<file path="config.mk">
export PLATFORM = sky130hd
export DESIGN_NAME = pdc_device_cap_control
export DESIGN_NICKNAME = d
export VERILOG_FILES = /design/src/pdc_pkg.sv /design/src/pdc_nvm_latch.sv /design/src/pdc_device_cap_control.sv
export SDC_FILE = /design/constraint.sdc
export NUM_CORES = 1
export LEC_CHECK = 0
export ABC_AREA = 0
export ABC_CLOCK_PERIOD_IN_PS = 3100
export BUFFER_PORTS_ARGS = -buffer_cell sky130_fd_sc_hd__buf_2
export CORE_UTILIZATION = 49
export DETAILED_ROUTE_END_ITERATION = 7
export HOLD_SLACK_MARGIN = 0.03
export PLACE_DENSITY_LB_ADDON = 0.15
export SYNTH_ARGS = -nofsm -noshare
export SYNTH_HDL_FRONTEND = slang
export SYNTH_SLANG_ARGS = --single-unit
</file>
<file path="constraint.sdc">
create_clock -name ref_clk -period 3.1 [get_ports ref_clk]
set_clock_uncertainty 0.2 [all_clocks]
set_input_delay 0.31 -clock ref_clk [delete_from_list [all_inputs] [get_ports ref_clk]]
set_output_delay 0.31 -clock ref_clk [all_outputs]
set_load 0.02 [all_outputs]
</file>
<file path="src/pdc_pkg.sv">
// constants shared by the device capability and control register block
package pdc_pkg;

  // ************************************************************
  // configuration-space map
  // ************************************************************
  localparam int          PDC_ADDR_W    = 12;
  localparam logic [11:0] PDC_CAP_OFF   = 12'h0A4;
  localparam logic [11:0] PDC_CTL_OFF   = 12'h0A8;

  // ************************************************************
  // capability word field positions
  // ************************************************************
  localparam int PDC_CAP_MPS_LSB  = 0;
  localparam int PDC_CAP_L0S_LSB  = 6;
  localparam int PDC_CAP_L1_LSB   = 9;
  localparam int PDC_CAP_RBER_BIT = 15;
  localparam int PDC_CAP_FLR_BIT  = 28;

  // capability values after reset, replaced by nonvolatile loads except the fixed error reporting bit
  localparam logic [2:0] PDC_MPS_SUP_RST = 3'h2;
  localparam logic [2:0] PDC_L0S_LAT_RST = 3'h3;
  localparam logic [2:0] PDC_L1_LAT_RST  = 3'h6;
  localparam logic       PDC_FLR_CAP_RST = 1'h1;
  localparam logic       PDC_RBER_VAL    = 1'h1;

  // ************************************************************
  // control word field positions
  // ************************************************************
  localparam int PDC_CTL_ERR_LSB  = 0;
  localparam int PDC_CTL_RO_BIT   = 4;
  localparam int PDC_CTL_MPS_LSB  = 5;
  localparam int PDC_CTL_AUX_BIT  = 10;
  localparam int PDC_CTL_NS_BIT   = 11;
  localparam int PDC_CTL_MRRS_LSB = 12;
  localparam int PDC_CTL_FLR_BIT  = 15;

  // control values after reset
  localparam logic [3:0] PDC_ERR_EN_RST = 4'h0;
  localparam logic       PDC_RO_EN_RST  = 1'h1;
  localparam logic [2:0] PDC_MPS_RST    = 3'h0;
  localparam logic       PDC_AUX_RST    = 1'h0;
  localparam logic       PDC_NS_EN_RST  = 1'h1;
  localparam logic [2:0] PDC_MRRS_RST   = 3'h2;

  // size decode: code n means 128 << n bytes
  localparam logic [2:0]  PDC_MRRS_MAX_CODE = 3'h3;
  localparam logic [12:0] PDC_SIZE_BASE     = 13'h0080;

endpackage

</file>
<file path="src/pdc_nvm_latch.sv">
// holder for the capability fields preset from nonvolatile configuration
`timescale 1ns/1ps

module pdc_nvm_latch
(
  // clock and reset
  input  wire logic       ref_clk,
  input  wire logic       rst_n,
  // values from the nonvolatile loader
  input  wire logic       nvm_load,
  input  wire logic [2:0] nvm_mps_sup,
  input  wire logic [2:0] nvm_l0s_lat,
  input  wire logic [2:0] nvm_l1_lat,
  input  wire logic       nvm_flr_cap,
  // held capability fields
  output logic      [2:0] mps_sup,
  output logic      [2:0] l0s_lat,
  output logic      [2:0] l1_lat,
  output logic            flr_cap
);

  import pdc_pkg::*;

  typedef struct packed {
    logic [2:0] mps_sup;
    logic [2:0] l0s_lat;
    logic [2:0] l1_lat;
    logic       flr_cap;
  } pdc_nvm_t;

  pdc_nvm_t st_r;
  pdc_nvm_t st_nxt;

  // take a new set only on the loader strobe; defaults hold until then
  always_comb
  begin
    st_nxt = st_r;
    if (nvm_load)
    begin
      st_nxt.mps_sup = nvm_mps_sup;
      st_nxt.l0s_lat = nvm_l0s_lat;
      st_nxt.l1_lat  = nvm_l1_lat;
      st_nxt.flr_cap = nvm_flr_cap;
    end
  end

  // reset brings back the documented defaults
  always_ff @(posedge ref_clk or negedge rst_n)
  begin
    if (!rst_n)
    begin
      st_r.mps_sup <= PDC_MPS_SUP_RST;
      st_r.l0s_lat <= PDC_L0S_LAT_RST;
      st_r.l1_lat  <= PDC_L1_LAT_RST;
      st_r.flr_cap <= PDC_FLR_CAP_RST;
    end
    else
    begin
      st_r <= st_nxt;
    end
  end

  assign mps_sup = st_r.mps_sup;
  assign l0s_lat = st_r.l0s_lat;
  assign l1_lat  = st_r.l1_lat;
  assign flr_cap = st_r.flr_cap;

endmodule

</file>
<file path="src/pdc_device_cap_control.sv">
// device capability and device control words of the express capability structure
`timescale 1ns/1ps

module pdc_device_cap_control
#(
  parameter int SNOOP_GATE_W = 1
)
(
  // clock and power-up or link reset
  input  wire logic                           ref_clk,
  input  wire logic                           rst_n,
  // configuration access port
  input  wire logic                           cfg_rd,
  input  wire logic                           cfg_wr,
  input  wire logic [pdc_pkg::PDC_ADDR_W-1:0] cfg_addr,
  input  wire logic [3:0]                     cfg_be,
  input  wire logic [31:0]                    cfg_wdata,
  output logic      [31:0]                    cfg_rdata,
  output logic                                cfg_rd_valid,
  // nonvolatile presets for the capability word
  input  wire logic                           nvm_load,
  input  wire logic [2:0]                     nvm_mps_sup,
  input  wire logic [2:0]                     nvm_l0s_lat,
  input  wire logic [2:0]                     nvm_l1_lat,
  input  wire logic                           nvm_flr_cap,
  // gates held in the device's own control registers
  input  wire logic                           relaxed_order_disable,
  input  wire logic [SNOOP_GATE_W-1:0]        snoop_gate_bits,
  // controls steering the transaction layer
  output logic      [3:0]                     err_report_en,
  output logic                                relaxed_ord_en,
  output logic      [SNOOP_GATE_W-1:0]        no_snoop_en,
  output logic      [2:0]                     max_payload_code,
  output logic      [12:0]                    max_payload_bytes,
  output logic      [2:0]                     max_rd_req_code,
  output logic      [12:0]                    max_rd_req_bytes,
  output logic                                aux_pwr_en,
  output logic                                flr_start
);

  import pdc_pkg::*;

  // ************************************************************
  // state
  // ************************************************************
  typedef struct packed {
    logic [3:0]  err_en;
    logic        ro_en;
    logic [2:0]  mps;
    logic        aux_pm;
    logic        ns_en;
    logic [2:0]  mrrs;
    logic        flr_pend;
    logic [31:0] rdata;
    logic        rvalid;
    logic [12:0] pay_bytes;
    logic [12:0] rrq_bytes;
  } pdc_ctl_t;

  pdc_ctl_t    st_r;
  pdc_ctl_t    st_nxt;

  logic [2:0]  mps_sup;
  logic [2:0]  l0s_lat;
  logic [2:0]  l1_lat;
  logic        flr_cap;
  logic [31:0] cap_word;
  logic [15:0] ctl_word;
  logic        hit_cap;
  logic        hit_ctl;

  // ************************************************************
  // nonvolatile capability presets
  // ************************************************************
  pdc_nvm_latch u_nvm
  (
    .ref_clk     (ref_clk),
    .rst_n       (rst_n),
    .nvm_load    (nvm_load),
    .nvm_mps_sup (nvm_mps_sup),
    .nvm_l0s_lat (nvm_l0s_lat),
    .nvm_l1_lat  (nvm_l1_lat),
    .nvm_flr_cap (nvm_flr_cap),
    .mps_sup     (mps_sup),
    .l0s_lat     (l0s_lat),
    .l1_lat      (l1_lat),
    .flr_cap     (flr_cap)
  );

  // ************************************************************
  // read images of the two words
  // ************************************************************
  // dword decode; byte lanes only matter on writes
  assign hit_cap = (cfg_addr[PDC_ADDR_W-1:2] == PDC_CAP_OFF[PDC_ADDR_W-1:2]);
  assign hit_ctl = (cfg_addr[PDC_ADDR_W-1:2] == PDC_CTL_OFF[PDC_ADDR_W-1:2]);

  // capability image: hardwired zeros everywhere except the named fields
  always_comb
  begin
    cap_word                                      = 32'h0000_0000;
    cap_word[PDC_CAP_MPS_LSB +: 3]                = mps_sup;
    cap_word[PDC_CAP_L0S_LSB +: 3]                = l0s_lat;
    cap_word[PDC_CAP_L1_LSB +: 3]                 = l1_lat;
    cap_word[PDC_CAP_RBER_BIT]                    = PDC_RBER_VAL;
    cap_word[PDC_CAP_FLR_BIT]                     = flr_cap;
  end

  // control image: bits 9:8 and 15 always read zero
  always_comb
  begin
    ctl_word                                = 16'h0000;
    ctl_word[PDC_CTL_ERR_LSB +: 4]          = st_r.err_en;
    ctl_word[PDC_CTL_RO_BIT]                = st_r.ro_en;
    ctl_word[PDC_CTL_MPS_LSB +: 3]          = st_r.mps;
    ctl_word[PDC_CTL_AUX_BIT]               = st_r.aux_pm;
    ctl_word[PDC_CTL_NS_BIT]                = st_r.ns_en;
    ctl_word[PDC_CTL_MRRS_LSB +: 3]         = st_r.mrrs;
  end

  // ************************************************************
  // next state
  // ************************************************************
  // a pending function reset outranks a write in the same cycle, so the
  // host sees a clean default set afterwards; one write may be lost there
  always_comb
  begin
    st_nxt          = st_r;
    st_nxt.flr_pend = 1'b0;
    st_nxt.rvalid   = cfg_rd;
    if (cfg_rd)
    begin
      // unmapped and status halves read zero
      st_nxt.rdata = 32'h0000_0000;
      if (hit_cap)
      begin
        st_nxt.rdata = cap_word;
      end
      else if (hit_ctl)
      begin
        st_nxt.rdata = {16'h0000, ctl_word};
      end
    end
    if (st_r.flr_pend)
    begin
      // payload limit and sticky aux enable survive the function reset
      st_nxt.err_en = PDC_ERR_EN_RST;
      st_nxt.ro_en  = PDC_RO_EN_RST;
      st_nxt.ns_en  = PDC_NS_EN_RST;
      st_nxt.mrrs   = PDC_MRRS_RST;
    end
    else if (cfg_wr && hit_ctl)
    begin
      // capability word has no write path at all
      if (cfg_be[0])
      begin
        st_nxt.err_en = cfg_wdata[PDC_CTL_ERR_LSB +: 4];
        st_nxt.ro_en  = cfg_wdata[PDC_CTL_RO_BIT];
        st_nxt.mps    = cfg_wdata[PDC_CTL_MPS_LSB +: 3];
      end
      if (cfg_be[1])
      begin
        st_nxt.aux_pm   = cfg_wdata[PDC_CTL_AUX_BIT];
        st_nxt.ns_en    = cfg_wdata[PDC_CTL_NS_BIT];
        st_nxt.flr_pend = cfg_wdata[PDC_CTL_FLR_BIT];
        // reserved request sizes are dropped, the old limit stays
        if (cfg_wdata[PDC_CTL_MRRS_LSB +: 3] <= PDC_MRRS_MAX_CODE)
        begin
          st_nxt.mrrs = cfg_wdata[PDC_CTL_MRRS_LSB +: 3];
        end
      end
    end
    // size decodes registered so the byte outputs come straight off flops
    st_nxt.pay_bytes = PDC_SIZE_BASE << st_nxt.mps;
    st_nxt.rrq_bytes = PDC_SIZE_BASE << st_nxt.mrrs;
  end

  // ************************************************************
  // registers
  // ************************************************************
  // power-up and link reset both arrive on rst_n
  always_ff @(posedge ref_clk or negedge rst_n)
  begin
    if (!rst_n)
    begin
      st_r.err_en   <= PDC_ERR_EN_RST;
      st_r.ro_en    <= PDC_RO_EN_RST;
      st_r.mps      <= PDC_MPS_RST;
      st_r.aux_pm   <= PDC_AUX_RST;
      st_r.ns_en    <= PDC_NS_EN_RST;
      st_r.mrrs     <= PDC_MRRS_RST;
      st_r.flr_pend <= 1'b0;
      st_r.rdata    <= 32'h0000_0000;
      st_r.rvalid   <= 1'b0;
      st_r.pay_bytes <= PDC_SIZE_BASE << PDC_MPS_RST;
      st_r.rrq_bytes <= PDC_SIZE_BASE << PDC_MRRS_RST;
    end
    else
    begin
      st_r <= st_nxt;
    end
  end

  // ************************************************************
  // outputs
  // ************************************************************
  // attribute gates combine the host enable with the device's relaxed-order disable and no-snoop gate bits
  assign cfg_rdata         = st_r.rdata;
  assign cfg_rd_valid      = st_r.rvalid;
  assign err_report_en     = st_r.err_en;
  assign relaxed_ord_en    = st_r.ro_en & ~relaxed_order_disable;
  assign no_snoop_en       = {SNOOP_GATE_W{st_r.ns_en}} & snoop_gate_bits;
  assign max_payload_code  = st_r.mps;
  assign max_payload_bytes = st_r.pay_bytes;
  assign max_rd_req_code   = st_r.mrrs;
  assign max_rd_req_bytes  = st_r.rrq_bytes;
  assign aux_pwr_en        = st_r.aux_pm;
  assign flr_start         = st_r.flr_pend;
endmodule

</file>
==> results.json, run 1 <==
{
  "end_kind": "flip-flop",
  "critical_path_cell_count": 5,
  "hold_depth": 3,
  "via_per_inst": 4.96,
  "drv.max_cap_violation_count": 0,
  "netlist_area_mm2": 0.00268,
  "tritoncts_num_sinks": 54,
  "synth.ff_latch_count": 54,
  "worstPathMaxFanout": 9,
  "utilization": 0.624,
  "grt_use_total": 0.202,
  "finalWeightedCongestion": 0.752,
  "layout-drive-gt1-share": 0.352,
  "worst_setup_hold_path_clk_slew_ns": 0.09,
  "io_buffers": 86,
  "maximum_number_of_pins_on_one_net_before_global_route_repair": 29,
  "critical_path.cell_chain": "buf_2 -> or4_1 -> nor4_4 -> buf_4 -> mux2_2",
  "number_of_synthesized_flops_with_an_enable_pin": 0,
  "timing_worst_setup_path_type": "input pin to flip-flop",
  "critPathBufInv": 2,
  "grt_first_pass_wirelength_mm": 9.34,
  "vias": 2052,
  "whs_ns": 0.0328,
  "cts-htree-levels": 2,
  "syn-mean-instance-area_um2": 10.5,
  "setup_viol": 0,
  "worst_path_dominant_cell_family": "simple AND/OR/NAND/NOR gates",
  "crit_slowest_cell": "sky130_fd_sc_hd__or4_1",
  "min_cycle_time_layout_ns": 2.06,
  "seq_area_frac_synth": 0.510,
  "tns_ns": 0,
  "post_synth_num_cell_types": 36,
  "cts.path.max_buffers": 2,
  "finalWirelength_mm": 5.53,
  "critPathMaxStageDelay_ns": 0.71,
  "ys.flop_type": "sky130_fd_sc_hd__dfrtp_1",
  "fp.dieW_um": 75.9,
  "final_antenna_net_count": 0,
  "rows": 26,
  "worstMarginPinSlew_ns": 0.612,
  "setup_repair_after_global_routing_missed_its_margin": "no",
  "clk-insertion-delay-late_ns": 0.30,
  "die_h_um": 75.9,
  "drc": 0,
  "dp.final_hpwl_mm": 3.89,
  "num_antenna_cells": 0,
  "arrival_ns": 2.05,
  "cts_buffers": 5,
  "starting_utilization_of_the_core_area": 0.518,
  "fmaxAchievable_mhz": 485,
  "die_outline_area_mm2": 0.00577,
  "drtIter0Drc": 80,
  "syn_inst": 256,
  "crit_required_ns": 3.09,
  "cp-start-kind": "input pin",
  "yosys_warnings": 0,
  "pwr_density_cell_mw_per_mm2": 397,
  "post-route-period-util": 0.665,
  "antenna_violations_before_repair": 0,
  "share_of_async_settable_or_async_resettable_flops_after_synthesis": 1.00,
  "final-max-slew-violation-count": 0,
  "hold_violations": 0,
  "drtPass1Iterations": 4,
  "tritoncts": "built",
  "holdCritPathClass": "input pin to flip-flop",
  "coreArea_mm2": 0.00517,
  "number_of_global_route_vias_before_repair": 1910,
  "final_nets": 408,
  "run_status": "complete, no violations",
  "grt-ovfl-total": 0,
  "maximum_vdd_drop_v": 0.000237,
  "design.portCount": 138,
  "worst_slew_margin_rel": 0.592,
  "power_leakage_uw": 0.00162,
  "post_cts_resized": 0,
  "rr_worst_depth": 3,
  "area_delta_synth_final_pct": 20.5,
  "cts.root.buffer_cell": "sky130_fd_sc_hd__clkbuf_8",
  "post_drt_wl_per_cell_um": 13.4
}
## metrics by stage
stage	total power [uW]	setup slack, ns	instances	area [um^2]
after floorplan	849	0.863	284	2780
after global placement	879	0.762	393	3010
after detailed placement	881	0.723	393	3010
after CTS	1290	1.04	413	3220
after global routing	1340	0.977	414	3230
final	1280	1.04	414	3230
## routing by layer
layer  vias to the layer above  track usage  share of wire
li1                        988            -              -
met1                       975        0.285           0.49
met4                         0       0.0731         0.0096
met3                         4       0.0313          0.054
met5                         -            0              0
met2                        85        0.318           0.45
## area by class of cell
type | instances | area [um^2]
fill | 456 | 1950
sequential | 54 | 1370
multi-input combinational | 165 | 1040
timing repair buffer | 103 | 591
tap | 70 | 87.6
clock buffer | 7 | 86.3
inverter | 14 | 52.6
clock inverter | 1 | 5.00
## final timing paths
path | startpoint | end | slack [ns]
setup / recovery | cfg_addr[9] | max_payload_code[2]$_DFF_PN0_ | 1.04
hold / removal | nvm_flr_cap | u_nvm.flr_cap$_DFFE_PN1P_ | 0.03
max in group asynchronous | rst_n | max_rd_req_code[1]$_DFF_PN1_ | 1.53
min in group asynchronous | rst_n | max_payload_bytes[9]$_DFF_PN0_ | 0.35
setup reg to reg | flr_start$_DFF_PN0_ | aux_pwr_en$_DFFE_PN0P_ | 1.26
hold reg to reg | cfg_rdata[8]$_DFFE_PN0P_ | cfg_rdata[8]$_DFFE_PN0P_ | 0.29
## cell usage in the layout, fill, tap and decap left out, types with 4 or more instances in the layout
cell type	count
sky130_fd_sc_hd__a22o_1	6
sky130_fd_sc_hd__buf_2	86
sky130_fd_sc_hd__buf_4	4
sky130_fd_sc_hd__clkbuf_8	6
sky130_fd_sc_hd__conb_1	29
sky130_fd_sc_hd__dfrtp_1	43
sky130_fd_sc_hd__dfstp_2	11
sky130_fd_sc_hd__dlygate4sd3_1	13
sky130_fd_sc_hd__inv_1	14
sky130_fd_sc_hd__mux2_2	8
sky130_fd_sc_hd__mux2i_1	11
sky130_fd_sc_hd__nand2_1	32
sky130_fd_sc_hd__nand3b_1	6
sky130_fd_sc_hd__nand4_1	10
sky130_fd_sc_hd__nor2_1	9
sky130_fd_sc_hd__nor3b_1	5
sky130_fd_sc_hd__nor4_1	4
sky130_fd_sc_hd__o211ai_1	7
sky130_fd_sc_hd__o21ai_0	12
## synth_stat cells (2+ instances only)
cell type | count | area, um^2
sky130_fd_sc_hd__clkbuf_1 | 11 | 41.3
sky130_fd_sc_hd__o211ai_1 | 7 | 52.6
sky130_fd_sc_hd__nor3b_1 | 5 | 37.5
sky130_fd_sc_hd__dfstp_2 | 11 | 289
sky130_fd_sc_hd__a22o_1 | 6 | 52.6
sky130_fd_sc_hd__nand2_1 | 32 | 120
sky130_fd_sc_hd__o21ai_0 | 12 | 60.1
sky130_fd_sc_hd__nor3_1 | 3 | 15.0
sky130_fd_sc_hd__buf_4 | 39 | 293
sky130_fd_sc_hd__nor2b_1 | 2 | 12.5
sky130_fd_sc_hd__nand4_1 | 10 | 62.6
sky130_fd_sc_hd__o2bb2ai_1 | 3 | 26.3
sky130_fd_sc_hd__inv_1 | 14 | 52.6
sky130_fd_sc_hd__nor4_1 | 5 | 31.3
sky130_fd_sc_hd__dfrtp_1 | 43 | 1080
sky130_fd_sc_hd__nor4_4 | 2 | 42.5
sky130_fd_sc_hd__nor2_1 | 9 | 33.8
sky130_fd_sc_hd__nand3b_1 | 6 | 45.0
sky130_fd_sc_hd__mux2i_1 | 11 | 110
sky130_fd_sc_hd__mux2_2 | 8 | 90.1
sky130_fd_sc_hd__nand4b_1 | 2 | 17.5
## state kept, by name (all words and copies together) (netlist names)
signal             count
cfg_rd_valid           1
max_payload_bytes      6
max_rd_req_code        3
u_nvm.mps_sup          3
aux_pwr_en             1
err_report_en          4
u_nvm.l0s_lat          3
max_rd_req_bytes       6
max_payload_code       3
flr_start              1
u_nvm.l1_lat           3
u_nvm.flr_cap          1
ctl_word               2
cfg_rdata             17
## cells by family after synthesis
family,after synthesis,synth area share
compound gates,32,0.0827
simple gates,85,0.185
buf+inv,65,0.146
other cells,1,0.00140
flops,54,0.510
mux,19,0.0747
## worst register-to-register path: cells and delay by family, from the launching register on
kind          cells  cell delay [ns]
buf+inv           1             0.38
flops             1             0.53
mux               1             0.34
simple gates      1             0.28
## repair_timing
item / in CTS / in global routing
hold buffers: 12 / 1
buffers inserted: 0 / 0
hold endpoints to repair: 31 / 1
endpoints found under the setup margin: 0 / 0
## report_power, final
part / total (uW) / switching [uW] / internal, uW
Sequential: 731 / 5.90 / 725
Combinational: 149 / 98.6 / 50.8
Clock: 401 / 221 / 181
Total: 1280 / 325 / 956
Power figures use the tool's default switching activity.
==> run 2: changes to the inputs <==
--- a/config.mk
+++ b/config.mk
@@ -5,10 +5,10 @@
 export SDC_FILE = /design/constraint.sdc
 export NUM_CORES = 1
 export LEC_CHECK = 0
-export ABC_AREA = 0
-export ABC_CLOCK_PERIOD_IN_PS = 3100
+export ABC_AREA = 1
+export ABC_CLOCK_PERIOD_IN_PS = 1900
 export BUFFER_PORTS_ARGS = -buffer_cell sky130_fd_sc_hd__buf_2
-export CORE_UTILIZATION = 49
+export CORE_UTILIZATION = 46
 export DETAILED_ROUTE_END_ITERATION = 7
 export HOLD_SLACK_MARGIN = 0.03
 export PLACE_DENSITY_LB_ADDON = 0.15
==> constraint.sdc (replaced) <==
create_clock -name ref_clk -period 1.9 [get_ports ref_clk]
set_clock_uncertainty 0.2 [all_clocks]
set_input_delay 0.19 -clock ref_clk [delete_from_list [all_inputs] [get_ports ref_clk]]
set_output_delay 0.19 -clock ref_clk [all_outputs]
set_load 0.02 [all_outputs]
==> run 2 against run 1 <==
Critical path depth rose by 4. Core utilization down 1.8 points. Largest cell class unchanged. Combinational power up 87%. Clock-buffer cell count rose by 1. Area after synthesis increased by 1.9%. Via count up 7.7%. Clock power increased by 51%.
==> results.json, run 2 <==
{
  "run_status": "complete, no violations",
  "design.portCount": 138,
  "synth_top_area_share": 0.394,
  "fp.dieW_um": 79.0,
  "cts.root.buffer_cell": "sky130_fd_sc_hd__clkbuf_8",
  "post-place-ws_ns": 0.179,
  "number_of_global_route_vias_before_repair": 2208,
  "tritoncts": "built",
  "post-route-period-util": 0.884,
  "most_area_consuming_cells_after_synthesis": "sky130_fd_sc_hd__dfrtp_1 (39%), sky130_fd_sc_hd__buf_4 (11%), sky130_fd_sc_hd__dfstp_2 (11%)",
  "min_cycle_time_layout_ns": 1.68,
  "layout-drive-gt1-share": 0.313,
  "grt_use_total": 0.205,
  "final-max-slew-violation-count": 0,
  "largest_register_ffs": 17,
  "die_outline_area_mm2": 0.00624,
  "area_delta_synth_final_pct": 24.6,
  "drtIter0Drc": 72,
  "ys.flop_type": "sky130_fd_sc_hd__dfrtp_1",
  "tritoncts_num_sinks": 54,
  "share_of_async_settable_or_async_resettable_flops_after_synthesis": 1.00,
  "clk-insertion-delay-late_ns": 0.30,
  "synth.ff_latch_count": 54,
  "worstSetupStartpoint": "cfg_addr[9]",
  "placement.cell_area_mm2": 0.00309,
  "cts.path.max_buffers": 2,
  "dp.final_hpwl_mm": 4.23,
  "drc": 0,
  "antenna_violations_before_repair": 0,
  "yosysMostFrequentCell": "sky130_fd_sc_hd__nand2_1",
  "arrival_ns": 1.72,
  "r2r-start": "flr_start$_DFF_PN0_",
  "finalWeightedCongestion": 0.822,
  "syn-mean-instance-area_um2": 8.72,
  "end_kind": "flip-flop",
  "worst_setup_hold_path_clk_slew_ns": 0.09,
  "final_cell_area_mm2": 0.00340,
  "num_antenna_cells": 0,
  "seq_area_frac_synth": 0.500,
  "post_cts_resized": 0,
  "post_drt_wl_per_cell_um": 12.0,
  "worstPathMaxFanout": 7,
  "rows": 27,
  "crit_required_ns": 1.94,
  "yosys_warnings": 0,
  "setup_viol": 0,
  "final_antenna_net_count": 0,
  "mostFrequentLayoutCells": "sky130_fd_sc_hd__buf_2 (86), sky130_fd_sc_hd__nand2_1 (73), sky130_fd_sc_hd__dfrtp_1 (43), sky130_fd_sc_hd__inv_1 (41), sky130_fd_sc_hd__conb_1 (29)",
  "final_nets": 482,
  "power_leakage_uw": 0.00187,
  "yosys-top-cells-count": "sky130_fd_sc_hd__nand2_1 (73), sky130_fd_sc_hd__dfrtp_1 (43), sky130_fd_sc_hd__inv_1 (41), sky130_fd_sc_hd__buf_4 (40), sky130_fd_sc_hd__o21ai_0 (28)",
  "drtPass1Iterations": 4,
  "cts_buffers": 5,
  "coreArea_mm2": 0.00561,
  "hp-start": "cfg_be[1]",
  "timing_worst_setup_path_type": "input pin to flip-flop",
  "vias": 2209,
  "syn_inst": 313,
  "io_buffers": 86,
  "post-synth-top-area-cell": "sky130_fd_sc_hd__dfrtp_1",
  "maximum_vdd_drop_v": 0.000283,
  "setup_repair_after_global_routing_missed_its_margin": "no",
  "cp-start-kind": "input pin",
  "cts-htree-levels": 2,
  "grt-ovfl-total": 0,
  "tns_ns": 0,
  "fmaxAchievable_mhz": 595,
  "via_per_inst": 4.51,
  "post_synth_num_cell_types": 26,
  "setup_ws_ns": 0.220,
  "finalWirelength_mm": 5.90,
  "pwr_density_cell_mw_per_mm2": 612,
  "utilization": 0.606,
  "hold_violations": 0,
  "grt_first_pass_wirelength_mm": 10.1,
  "layout_commonest_cell": "sky130_fd_sc_hd__buf_2",
  "netlist_area_mm2": 0.00273,
  "holdCritPathClass": "input pin to flip-flop",
  "die_h_um": 79.0,
  "number_of_synthesized_flops_with_an_enable_pin": 0,
  "starting_utilization_of_the_core_area": 0.487,
  "maximum_number_of_pins_on_one_net_before_global_route_repair": 55,
  "drv.max_cap_violation_count": 0
}
[run 2: cell count changes in the layout (fill, tap and decap cells not counted), sizes merged, moves of 10 or more]
cell         change
dlygate4sd3     +10
inv             +27
mux2i           -11
nand2           +48
nand3           +13
nor2            +18
o21ai           +16
[run 2: where the power goes]
group          total [uW]  leakage [uW]  switching [uW]  internal (uW)
combinational         279       0.00116             180           98.6
sequential           1200      0.000671            9.66           1190
clock                 606     0.0000395             343            263
total                2080       0.00187             533           1550
[run 2: kinds of logic (layout without fill, tap and decap cells)]
| logic type | after synthesis | count (layout) | share of synthesized area |
|---|---|---|---|
| and+or+nand+nor | 131 | 131 | 0.240 |
| buffers and inverters | 90 | 167 | 0.180 |
| AOI/OAI and AO/OA | 37 | 37 | 0.0779 |
| DFF | 54 | 54 | 0.500 |
| other | 1 | 29 | 0.00137 |
[run 2: layout make-up]
type	instances	area, um^2
Tap cell	72	90.1
Inverter	43	161
Timing Repair Buffer	116	726
Fill cell	526	2210
Clock buffer	8	80.1
Sequential cell	54	1370
Multi-Input combinational cell	197	977
[run 2: worst paths after layout]
check                                          endpoint  slack [ns]  depth (start not counted)
max                            ctl_word[11]$_DFFE_PN1P_        0.22                          9
max in group asynchronous  max_rd_req_code[1]$_DFF_PN1_        0.99                          3
max reg2reg                         flr_start$_DFF_PN0_        0.22                          3
min                            ctl_word[11]$_DFFE_PN1P_        0.04                          4
min reg2reg                    cfg_rdata[5]$_DFFE_PN0P_        0.29                          2
min in group asynchronous   u_nvm.l1_lat[0]$_DFFE_PN0P_        0.23                          3
[run 2: metrics by stage]
stage                     hold WS [ns]  power, uW  std cells
after global routing            0.0683       2180        490
after detailed placement        0.0110       1470        459
after CTS                       0.0329       2100        490
final                           0.0437       2080        490
after floorplan                 -0.306       1400        341
after global placement         0.00898       1460        459
[run 2: timing repair]
action | in CTS | in global routing
buffers inserted | 0 | 0
hold endpoints to repair | 78 | 0
hold buffers | 23 | 0
[run 2: worst max-delay path, stage by stage]
cell and delay (ns):
sky130_fd_sc_hd__buf_2 0.10, sky130_fd_sc_hd__nor2_2 0.16, sky130_fd_sc_hd__nand2_1 0.13, sky130_fd_sc_hd__nor2_4 0.20, sky130_fd_sc_hd__nand3_4 0.13, sky130_fd_sc_hd__clkinv_1 0.08, sky130_fd_sc_hd__nand3_1 0.07, sky130_fd_sc_hd__dlygate4sd3_1 0.57
sky130_fd_sc_hd__nand3_1 0.08
[run 2: metal layers]
| metal | vias to the layer above | wire length (um) | track usage | share of wire |
|---|---|---|---|---|
| met4 | 0 | 30 | 0.0382 | 0.0051 |
| met5 | - | 0 | 0 | 0 |
| met1 | 1018 | 2620 | 0.271 | 0.44 |
| met2 | 69 | 3000 | 0.359 | 0.51 |
| met3 | 5 | 248 | 0.0322 | 0.042 |
| li1 | 1117 | - | - | - |
==> run 3: changes to the inputs <==
--- a/config.mk
+++ b/config.mk
@@ -5,10 +5,11 @@
 export SDC_FILE = /design/constraint.sdc
 export NUM_CORES = 1
 export LEC_CHECK = 0
-export ABC_AREA = 1
+export ABC_AREA = 0
 export ABC_CLOCK_PERIOD_IN_PS = 1900
 export BUFFER_PORTS_ARGS = -buffer_cell sky130_fd_sc_hd__buf_2
-export CORE_UTILIZATION = 46
+export CORE_MARGIN = 2
+export CORE_UTILIZATION = 45
 export DETAILED_ROUTE_END_ITERATION = 7
 export HOLD_SLACK_MARGIN = 0.03
 export PLACE_DENSITY_LB_ADDON = 0.15
==> run 3 against run 2 <==
Global-route usage is 2.2 points lower. Die area increased by 5.5%. Setup slack worse by 0.14 ns. Combinational power is essentially flat. Design area is 3.6% higher. First-iteration DRC count rose by 44%. Sequential power is essentially flat. Routed wire length rose by 0.64%. Register-to-register slack worse by 0.14 ns. Maximum frequency fell by 7.4%. Via count is 2.2% lower. Highest routed layer unchanged.
==> results.json, run 3 (synthesis gave the netlist of run 1 again) <==
{
  "cts.path.max_buffers": 2,
  "crit_required_ns": 1.93,
  "worst_slew_margin_rel": 0.622,
  "final_cell_count_no_fill": 448,
  "design.portCount": 138,
  "final_antenna_net_count": 0,
  "tritoncts_num_sinks": 54,
  "largest_register_ffs": 17,
  "dp.final_hpwl_mm": 3.97,
  "run_status": "complete, no violations",
  "setup_repair_after_global_routing_missed_its_margin": "no",
  "mostFrequentLayoutCells": "sky130_fd_sc_hd__buf_2 (86), sky130_fd_sc_hd__dfrtp_1 (42), sky130_fd_sc_hd__nand2_1 (32), sky130_fd_sc_hd__dlygate4sd3_1 (30), sky130_fd_sc_hd__conb_1 (29)",
  "final_cell_area_mm2": 0.00352,
  "setup_viol": 0,
  "worstPathMaxFanout": 6,
  "arrival_ns": 1.85,
  "rows": 28,
  "num_antenna_cells": 0,
  "cp-start-kind": "flip-flop",
  "drc": 0,
  "tns_ns": 0,
  "placed_cells_incl_taps": 410,
  "critPathBufInv": 2,
  "fillers": 502,
  "via_per_inst": 4.82,
  "timing_worst_setup_path_type": "flip-flop to flip-flop",
  "grt_first_pass_wirelength_mm": 9.28,
  "layout_commonest_cell": "sky130_fd_sc_hd__buf_2",
  "finalWeightedCongestion": 0.739,
  "pwr_density_cell_mw_per_mm2": 608,
  "layout-drive-gt1-share": 0.367,
  "cts_buffers": 5,
  "crit_slowest_cell": "sky130_fd_sc_hd__dlygate4sd3_1",
  "coreArea_mm2": 0.00585,
  "number_of_global_route_vias_before_repair": 1947,
  "tritoncts": "built",
  "finalWirelength_mm": 5.93,
  "drtIter0Drc": 104,
  "holdCritPathClass": "input pin to flip-flop",
  "area_delta_synth_final_pct": 31.4,
  "grt_use_total": 0.184,
  "maximum_vdd_drop_v": 0.000364,
  "final_nets": 437,
  "worst_path_dominant_cell_family": "buffers and inverters",
  "vias": 2160,
  "antenna_violations_before_repair": 0,
  "placement.cell_area_mm2": 0.00312,
  "critPathMaxStageDelay_ns": 0.56,
  "cts-htree-levels": 2,
  "post-route-period-util": 0.955,
  "post_cts_repair_timing_setup_buffer_count": 0,
  "critical_path.cell_chain": "buf_4 -> nor2_2 -> nand2_1 -> dlygate4sd3_1 -> mux2i_1",
  "drv.max_cap_violation_count": 0,
  "clk-insertion-delay-late_ns": 0.31,
  "post_drt_wl_per_cell_um": 13.2,
  "hold_violations": 0,
  "worstMarginPinSlew_ns": 0.566,
  "fmaxAchievable_mhz": 551,
  "final-max-slew-violation-count": 0,
  "die_outline_area_mm2": 0.00659,
  "starting_utilization_of_the_core_area": 0.458,
  "cts.root.buffer_cell": "sky130_fd_sc_hd__clkbuf_8",
  "power_leakage_uw": 0.00175,
  "maximum_number_of_pins_on_one_net_before_global_route_repair": 55,
  "worst_setup_hold_path_clk_slew_ns": 0.09,
  "drtPass1Iterations": 4,
  "min_cycle_time_layout_ns": 1.82,
  "die_h_um": 81.2,
  "grt-ovfl-total": 0,
  "fp.dieW_um": 81.2,
  "io_buffers": 86,
  "end_kind": "flip-flop"
}
==> run 3: worst reg2reg max path, delay by kind of cell, from the launching register on <==
family | cells | cell delay (ns)
buf+inv | 2 | 0.73
flops | 1 | 0.45
simple gates | 2 | 0.21
mux | 1 | 0.15
==> run 3: per-layer routing <==
metal  vias up  global-route usage  wire [um]
li1       1051                   -          -
met1      1033               0.249       2610
met2        70               0.291       2920
met3         6              0.0478        327
met4         0              0.0542         71
met5         -                   0          0
==> run 3: power by group <==
part / leakage (uW) / internal (uW) / switching (uW)
clock: 0.0000472 / 294 / 371
combinational: 0.00103 / 113 / 169
sequential: 0.000674 / 1180 / 9.96
total: 0.00175 / 1590 / 550
==> run 3: area by class of cell <==
class,instances,area [um^2],area share
Clock buffer,6,82.6,0.0235
Clock inverter,2,12.5,0.00355
Inverter,14,52.6,0.0149
Multi-Input combinational cell,165,1050,0.298
Sequential cell,54,1370,0.388
Tap cell,75,93.8,0.0267
Timing Repair Buffer,132,863,0.245
==> run 3: final timing paths <==
check | from | endpoint | slack (ns) | depth (start not counted)
max reg2reg | flr_start$_DFF_PN0_ | max_rd_req_bytes[8]$_DFF_PN0_ | 0.08 | 5
min in group asynchronous | rst_n | u_nvm.mps_sup[2]$_DFFE_PN0P_ | 0.21 | 3
min | nvm_load | u_nvm.mps_sup[1]$_DFFE_PN1P_ | 0.04 | 3
max | flr_start$_DFF_PN0_ | max_rd_req_bytes[8]$_DFF_PN0_ | 0.08 | 5
min reg2reg | cfg_rdata[8]$_DFFE_PN0P_ | cfg_rdata[8]$_DFFE_PN0P_ | 0.29 | 1
max in group asynchronous | rst_n | max_rd_req_code[1]$_DFF_PN1_ | 1.00 | 3
==> run 3: repair_timing <==
item                                    4_1_cts  5_1_grt
endpoints found under the setup margin        0        1
endpoints found under the hold margin        84        0
resized for setup                             0        2
hold buffers                                 30        0
==> run 3: stage by stage <==
stage	total power (uW)	setup WS (ns)	util	hold slack [ns]
finish	2140	0.0849	0.602	0.0386
global route	2240	0.0115	0.602	0.0545
CTS	2170	0.0812	0.601	0.0310
detailed placement	1450	-0.0624	0.534	0.00984
global placement	1450	-0.0517	0.534	0.00573
floorplan	1390	-0.0792	-	-0.306
